## src/core/fepl_pkg.sv

```systemverilog
// Operation
// - Erase leaves cells reading one; write leaves cells reading zero.
// - Erase acts at once on all bits of every selected segment, never words.
// - Erase verify uses the erase-margin read mode with stricter condition.
// - A flash-write pulse acts on all bits of every selected segment at once.
// - Flash-write is selected only when write and erase requests are both high.
package fepl_pkg;

   // ==========================================
   // Timing
   localparam int unsigned CLK_HZ = 20_000_000;
   localparam int unsigned ERASE_PULSE_US = 5_000;
   localparam int unsigned WRITE_PULSE_US = 100;
   localparam int unsigned ERASE_PULSE_CYC = (ERASE_PULSE_US * (CLK_HZ / 1_000_000));
   localparam int unsigned WRITE_PULSE_CYC = (WRITE_PULSE_US * (CLK_HZ / 1_000_000));
   localparam int unsigned CNT_W = 24;

   // ==========================================
   // Array geometry
   localparam int unsigned SEG_N = 8;
   localparam int unsigned WORD_W = 16;
   localparam int unsigned MAX_WRITE_BITS = 8;

   // ==========================================
   // Operation modes
   typedef enum logic [1:0] {
      FEPL_OP_IDLE,
      FEPL_OP_WRITE,
      FEPL_OP_ERASE,
      FEPL_OP_FLASH_WRITE
   } fepl_op_t;

   // Request from the controlling core
   typedef struct packed {
      logic write_req;
      logic erase_req;
      logic execute_pulse_bit;
      logic erase_margin_read;
      logic program_margin_read;
      logic [SEG_N-1:0] seg_en;
      logic [WORD_W-1:0] wdata;
   } fepl_ctrl_t;

   // Drive toward the array and pump
   typedef struct packed {
      logic pump_write;
      logic pump_erase;
      logic erase_margin_read;
      logic program_margin_read;
      logic [SEG_N-1:0] seg_sel;
      logic [WORD_W-1:0] bit_mask;
   } fepl_array_t;

   localparam logic [SEG_N-1:0] SEG_RST = 8'h00;
   localparam logic [WORD_W-1:0] MASK_RST = 16'h0000;
   localparam logic [CNT_W-1:0] CNT_RST = 24'h000000;

endpackage : fepl_pkg

```

## src/core/fepl_core.sv

```systemverilog
`timescale 1ns/1ps
module fepl_core
   import fepl_pkg::*;
(
   input wire logic clock,
   input wire logic rst_b,
   input wire fepl_ctrl_t ctrl,
   input wire logic mask_violation_ack,
   output fepl_array_t array_o,
   output logic pulse_busy_q,
   output logic pulse_done_q,
   output logic mask_error_q
);

   // ==========================================
   // Reset release
   logic rst_s1_b;
   logic rst_s2_b;

   // Reset synchroniser: asserts at once, releases after two edges
   always_ff @(posedge clock or negedge rst_b) begin
      if (!rst_b) begin
         rst_s1_b <= 1'b0;
         rst_s2_b <= 1'b0;
      end else begin
         rst_s1_b <= 1'b1;
         rst_s2_b <= rst_s1_b;
      end
   end

   // ==========================================
   // Operation decode
   fepl_op_t op;
   logic [4:0] ones;

   // Write and erase together select flash-write
   always_comb begin
      ones = 5'h00;
      for (int i = 0; i < WORD_W; i++) begin
         ones = ones + {4'h0, ~ctrl.wdata[i]};
      end
      case ({ctrl.write_req, ctrl.erase_req})
         2'b10: op = FEPL_OP_WRITE;
         2'b01: op = FEPL_OP_ERASE;
         2'b11: op = FEPL_OP_FLASH_WRITE;
         default: op = FEPL_OP_IDLE;
      endcase
   end

   // ==========================================
   // Pulse timer
   typedef enum logic [1:0] {
      FEPL_ST_IDLE,
      FEPL_ST_PULSE,
      FEPL_ST_WAIT_LOW
   } fepl_state_t;

   fepl_state_t state_q, state_d;
   logic [CNT_W-1:0] cnt_q, cnt_d;
   logic start;
   logic refuse;
   logic finish;

   // Pulse start, refusal and end, shared by the groups below
   always_comb begin
      start = 1'b0;
      refuse = 1'b0;
      finish = 1'b0;
      if (state_q == FEPL_ST_IDLE && ctrl.execute_pulse_bit && op != FEPL_OP_IDLE) begin
         if (op == FEPL_OP_WRITE && ones > 5'(MAX_WRITE_BITS)) begin
            refuse = 1'b1; // guard against pump overload
         end else begin
            start = 1'b1;
         end
      end
      // Dropping the execute bit aborts the pulse early
      if (state_q == FEPL_ST_PULSE) begin
         if (cnt_q == CNT_RST || !ctrl.execute_pulse_bit) begin
            finish = 1'b1;
         end
      end
   end

   // Next state and pulse length count
   always_comb begin
      state_d = state_q;
      cnt_d = cnt_q;
      case (state_q)
         FEPL_ST_IDLE: begin
            if (refuse) begin
               state_d = FEPL_ST_WAIT_LOW;
            end else if (start) begin
               state_d = FEPL_ST_PULSE;
               cnt_d = (op == FEPL_OP_ERASE) ? CNT_W'(ERASE_PULSE_CYC - 1)
                                             : CNT_W'(WRITE_PULSE_CYC - 1);
            end
         end
         FEPL_ST_PULSE: begin
            if (finish) begin
               state_d = FEPL_ST_WAIT_LOW;
            end else begin
               cnt_d = cnt_q - 24'h000001;
            end
         end
         FEPL_ST_WAIT_LOW: begin
            // A new pulse needs the execute bit lowered first
            if (!ctrl.execute_pulse_bit) begin
               state_d = FEPL_ST_IDLE;
            end
         end
         default: begin
            state_d = FEPL_ST_IDLE;
         end
      endcase
   end

   // Registers of the pulse timer
   always_ff @(posedge clock or negedge rst_s2_b) begin
      if (!rst_s2_b) begin
         state_q <= FEPL_ST_IDLE;
         cnt_q <= CNT_RST;
      end else begin
         state_q <= state_d;
         cnt_q <= cnt_d;
      end
   end

   // ==========================================
   // Array drive
   fepl_array_t array_d;

   // Pump, mask and segments stand for the whole pulse
   always_comb begin
      array_d = array_o;
      // Margin reads pass to the array one cycle later, through its register, while idle
      if (state_q == FEPL_ST_IDLE) begin
         array_d.erase_margin_read = ctrl.erase_margin_read;
         array_d.program_margin_read = ctrl.program_margin_read;
      end
      if (start) begin
         array_d.erase_margin_read = 1'b0;
         array_d.program_margin_read = 1'b0;
         // Segment enables latched for the whole pulse
         array_d.seg_sel = ctrl.seg_en;
         array_d.pump_write = (op != FEPL_OP_ERASE);
         array_d.pump_erase = (op != FEPL_OP_WRITE);
         // Erase and flash-write move every bit of selected segments
         array_d.bit_mask = (op == FEPL_OP_WRITE) ? ~ctrl.wdata : 16'hFFFF;
      end
      if (finish) begin
         array_d.pump_write = 1'b0;
         array_d.pump_erase = 1'b0;
         array_d.bit_mask = MASK_RST;
      end
   end

   // Registers of the array drive
   always_ff @(posedge clock or negedge rst_s2_b) begin
      if (!rst_s2_b) begin
         array_o <= '{pump_write: 1'b0, pump_erase: 1'b0, erase_margin_read: 1'b0,
                      program_margin_read: 1'b0, seg_sel: SEG_RST, bit_mask: MASK_RST};
      end else begin
         array_o <= array_d;
      end
   end

   // ==========================================
   // Status flags
   logic busy_d;
   logic done_d;
   logic merr_d;

   // Busy rises with the pulse start and falls with its end
   always_comb begin
      busy_d = pulse_busy_q;
      if (start) begin
         busy_d = 1'b1;
      end
      if (finish) begin
         busy_d = 1'b0;
      end
   end

   // Register of the busy flag
   always_ff @(posedge clock or negedge rst_s2_b) begin
      if (!rst_s2_b) begin
         pulse_busy_q <= 1'b0;
      end else begin
         pulse_busy_q <= busy_d;
      end
   end

   // Done marks the end of a pulse for one cycle
   always_comb begin
      done_d = finish;
   end

   // Register of the done strobe
   always_ff @(posedge clock or negedge rst_s2_b) begin
      if (!rst_s2_b) begin
         pulse_done_q <= 1'b0;
      end else begin
         pulse_done_q <= done_d;
      end
   end

   // Sticky refusal flag; a refusal beats a clear in the same cycle
   always_comb begin
      merr_d = mask_error_q;
      if (mask_violation_ack) begin
         merr_d = 1'b0;
      end
      if (refuse) begin
         merr_d = 1'b1;
      end
   end

   // Register of the refusal flag
   always_ff @(posedge clock or negedge rst_s2_b) begin
      if (!rst_s2_b) begin
         mask_error_q <= 1'b0;
      end else begin
         mask_error_q <= merr_d;
      end
   end

endmodule : fepl_core

```

## config.mk

```make
export PLATFORM = sky130hd
export DESIGN_NAME = fepl_core
export DESIGN_NICKNAME = d
export VERILOG_FILES = /design/src/core/fepl_pkg.sv /design/src/core/fepl_core.sv
export SDC_FILE = /design/constraint.sdc
export NUM_CORES = 1
export LEC_CHECK = 0
export CAP_MARGIN = 10
export CORE_UTILIZATION = 55
export CTS_CLUSTER_SIZE = 10
export DETAILED_ROUTE_END_ITERATION = 7
export DONT_BUFFER_PORTS = 1
export PLACE_DENSITY = 0.73
export SYNTH_ARGS = -nofsm -noshare
export SYNTH_HDL_FRONTEND = slang
export SYNTH_SLANG_ARGS = --single-unit
```

## constraint.sdc

```tcl
create_clock -name clock -period 2.39 [get_ports clock]
set_input_delay 0 -clock clock [delete_from_list [all_inputs] [get_ports clock]]
set_output_delay 0 -clock clock [all_outputs]
set_load 0.005 [all_outputs]
```

==> results.sh <==
export IMPL_status="finished with violations"
export IMPL_violations="negative setup slack"
export IMPL_yosysWarnings=0
export IMPL_synth_most_common_cell="dfrtp_1"
export IMPL_yosys_cell_types_count=58
export IMPL_synth_top_area_cell="dfrtp_1"
export IMPL_synth_main_ff_cell="dfrtp_1"
export IMPL_crit_cells=14
export IMPL_coreArea_sq_um=5610
export IMPL_yosys_area_top_type_share=0.451
export IMPL_reg2reg_depth=9
export IMPL_hold_depth=3
export IMPL_cp_slowest_stage_delay_ps=520
export IMPL_die_y_um=79.2
export IMPL_drtAntennaViolNets=0
export IMPL_grt_max_degree=31
export IMPL_place_inst=439
export IMPL_clk_path_buf_depth=2
export IMPL_cts_sinks=59
export IMPL_via_count=2866
export IMPL_dpl_cell_area_sq_um=3870
export IMPL_cp_cell_sequence="fa_1 -> fa_1 -> inv_1 -> fa_1 -> fa_1 -> ha_2 -> inv_2 -> fa_2 -> nor3b_2 -> a21oi_2 -> o221ai_2 -> buf_4 -> a211oi_4 -> a221o_1"
export IMPL_start_util=0.584
export IMPL_syn_area_per_cell_sq_um=10.2
export IMPL_ys_seq_area_frac=0.451
export IMPL_path_buf_inv=3
export IMPL_worst_setup_path_start_kind="input port"
export IMPL_die_area_sq_um=6270
export IMPL_setup_viol=56
export IMPL_die_w_um=79.2
export IMPL_crit_fanout=6
export IMPL_arrival_ps=3780
export IMPL_min_period_ps=3530
export IMPL_fin_nets=461
export IMPL_p_per_area_nw_per_um2=1070
export IMPL_wl_per_cell_um=17.1
export IMPL_grt_usage=0.289
export IMPL_syn_area_sq_um=3270
export IMPL_drt_iter0_markers=203
export IMPL_htree_num_levels=3
export IMPL_hp_class="in2reg"
export IMPL_critical_path_class="in2reg"
export IMPL_drcViolationCount=0
export IMPL_required_ps=2630
export IMPL_dp_worst_setup_slack_ps=-1550
export IMPL_finalHoldViolCount=0
export IMPL_async_reset_ff_frac=1.00
export IMPL_final_setup_worst_slack_ps=-1140
export IMPL_total_leakage_power_nw=1.98
export IMPL_fin_cells=490
export IMPL_clock_skew_final_ps=7.82
export IMPL_slew_violations=0
export IMPL_p_total_mw=4.75
export IMPL_path_delay_family="adder cells"
export IMPL_rsz0062_at_grt="true"
export IMPL_finalCritPeriodShare=1.48
export IMPL_clk_latency_ps=350
export IMPL_vdd_ir_drop_max_uv=717
export IMPL_synth_edf_count=0
export IMPL_wirelength_mm=8.36
export IMPL_synth_top_cells_by_area="dfrtp_1, fa_1, a22o_1, inv_1, or4_1"
export IMPL_hpwlAfterDp_mm=5.74
export IMPL_n_antenna_cell=0
export IMPL_tightest_slew_ps=652
export IMPL_synth_common_cells="dfrtp_1, inv_1, nand2_1"
export IMPL_layout_drive_gt1_share=0.294
export IMPL_grt_overflow_total=0
export IMPL_stdcell_area_sq_um=4460
export IMPL_grt_pass1_wl_mm=13.7
export IMPL_crit_top_cell="fa_1"
export IMPL_numCtsBuffers=9
export IMPL_syn_to_final_growth_pct=36.3
export IMPL_rows=27
export IMPL_timing_hold_ws_ps=58.6
export IMPL_grt_pass1_vias=2983
export IMPL_first_pass_iters=4
export IMPL_clk_pin_slew_ps=70
export IMPL_antenna_found_initial=0
export IMPL_fmax_mhz=283
export IMPL_maxCapViolCount=0
export IMPL_relSlewSlack=0.565
export IMPL_fill_cells=353
export IMPL_cts_root_buf="clkbuf_8"
export IMPL_place_congestion=0.948
export IMPL_synth_seq_cells=59
export IMPL_num_io_pins=63
export IMPL_synthCells=321
export IMPL_endpoint_kind="flop"
export IMPL_crit_path_top_delay_cell="fa_1"
export IMPL_synthesis_nets=369
export IMPL_via_per_inst=5.85
export IMPL_numPortBuffers=0
export IMPL_cts_tree="built"
-- registers in the layout, summed over array words and instances, names as in the netlist --
register	count
array_o	28
cnt_q	24
mask_error_q	1
pulse_busy_q	1
pulse_done_q	1
rst_s1_b	1
rst_s2_b	1
state_q	2
-- logic make-up after synthesis --
group / after synthesis / synth area share
and+or+nand+nor: 96 / 0.160
AOI/OAI and AO/OA: 87 / 0.199
DFF: 59 / 0.451
buffers and inverters: 46 / 0.0558
adders and majority gates: 16 / 0.0841
muxes: 9 / 0.0306
xor gates and xnor gates: 7 / 0.0187
other: 1 / 0.00115
-- worst reg2reg max path, stage by stage (launching register included) --
cell and delay [ps]:
dfrtp_1 380, inv_1 90, ha_1 220, or4b_1 500
or4_1 510, buf_4 180, o31ai_1 470, buf_4 220
o2111ai_2 110, o211ai_1 110
-- power breakdown --
part / internal, mW / switching [mW]
sequential: 1.34 / 0.292
clock: 0.488 / 0.420
combinational: 1.14 / 1.07
total: 2.97 / 1.78
-- area by class of cell --
type                    count  area, sq um  share of cell area
well taps                  72         90.1              0.0202
multi-input cells         216         1730               0.388
repair buffers             98          855               0.191
clock buffers              13          179              0.0401
flip-flops and latches     59         1480               0.331
clock inverters             3         20.0             0.00449
inverters                  29          109              0.0244
-- metrics by stage --
step / TNS, ps / utilization
after CTS: -61150 / 0.791
after global routing: -66650 / 0.796
after floorplan: -68950 / -
after global placement: -77110 / 0.689
after detailed placement: -81120 / 0.689
final: -60150 / 0.796
-- cells in the final DEF, fill, tap and decap left out, types with 3 or more instances in the layout --
| master | Yosys | layout |
|---|---|---|
| nand3_1 | 5 | 3 |
| buf_6 | 1 | 3 |
| nand2_1 | 23 | 21 |
| mux2_2 | 8 | 3 |
| o31ai_1 | 7 | 7 |
| nor2_1 | 17 | 17 |
| a21oi_2 | 0 | 9 |
| inv_1 | 28 | 25 |
| buf_4 | 0 | 60 |
| o2111ai_1 | 6 | 5 |
| or3_1 | 5 | 5 |
| o21ai_0 | 9 | 6 |
| nor3_1 | 6 | 6 |
| inv_2 | 1 | 4 |
| ha_1 | 6 | 5 |
| and3_1 | 4 | 4 |
| fa_1 | 10 | 9 |
| or4_1 | 13 | 13 |
| clkbuf_8 | 0 | 13 |
| a22o_1 | 17 | 17 |
| a221oi_1 | 3 | 3 |
| xor2_1 | 6 | 6 |
| nor4_1 | 4 | 4 |
| nand2b_1 | 6 | 6 |
| dfrtp_1 | 59 | 58 |
| mux2_4 | 0 | 5 |
| a21oi_1 | 19 | 10 |
| dlygate4sd3_1 | 0 | 33 |
| a211oi_1 | 3 | 3 |
-- routing by layer --
layer,track usage,part of all wire,vias up
li1,-,-,1356
met1,0.360,0.43,1414
met2,0.489,0.50,85
met3,0.0655,0.053,11
met4,0.104,0.012,0
met5,0,0,-
-- final timing paths --
kind	from	end	slack, ps
worst max-delay path	ctrl[11]	cnt_q[4]	-1140
worst min-delay path	ctrl[27]	cnt_q[16]	60
worst max register to register	cnt_q[0]	cnt_q[16]	-490
worst min register to register	rst_s2_b	array_o[24]	290
max in group asynchronous	rst_s2_b	array_o[3]	1410
min in group asynchronous	rst_s2_b	array_o[24]	290
-- what timing repair did --
item / CTS / global route
pin swaps: 3 / 6
gates cloned: 0 / 1
buffers inserted: 0 / 1
endpoints found under the setup margin: 56 / 56
hold endpoints to repair: 31 / 0
hold buffers: 33 / 0
gates resized for setup: 11 / 4
No activity file was read; power rests on OpenSTA's default activity.
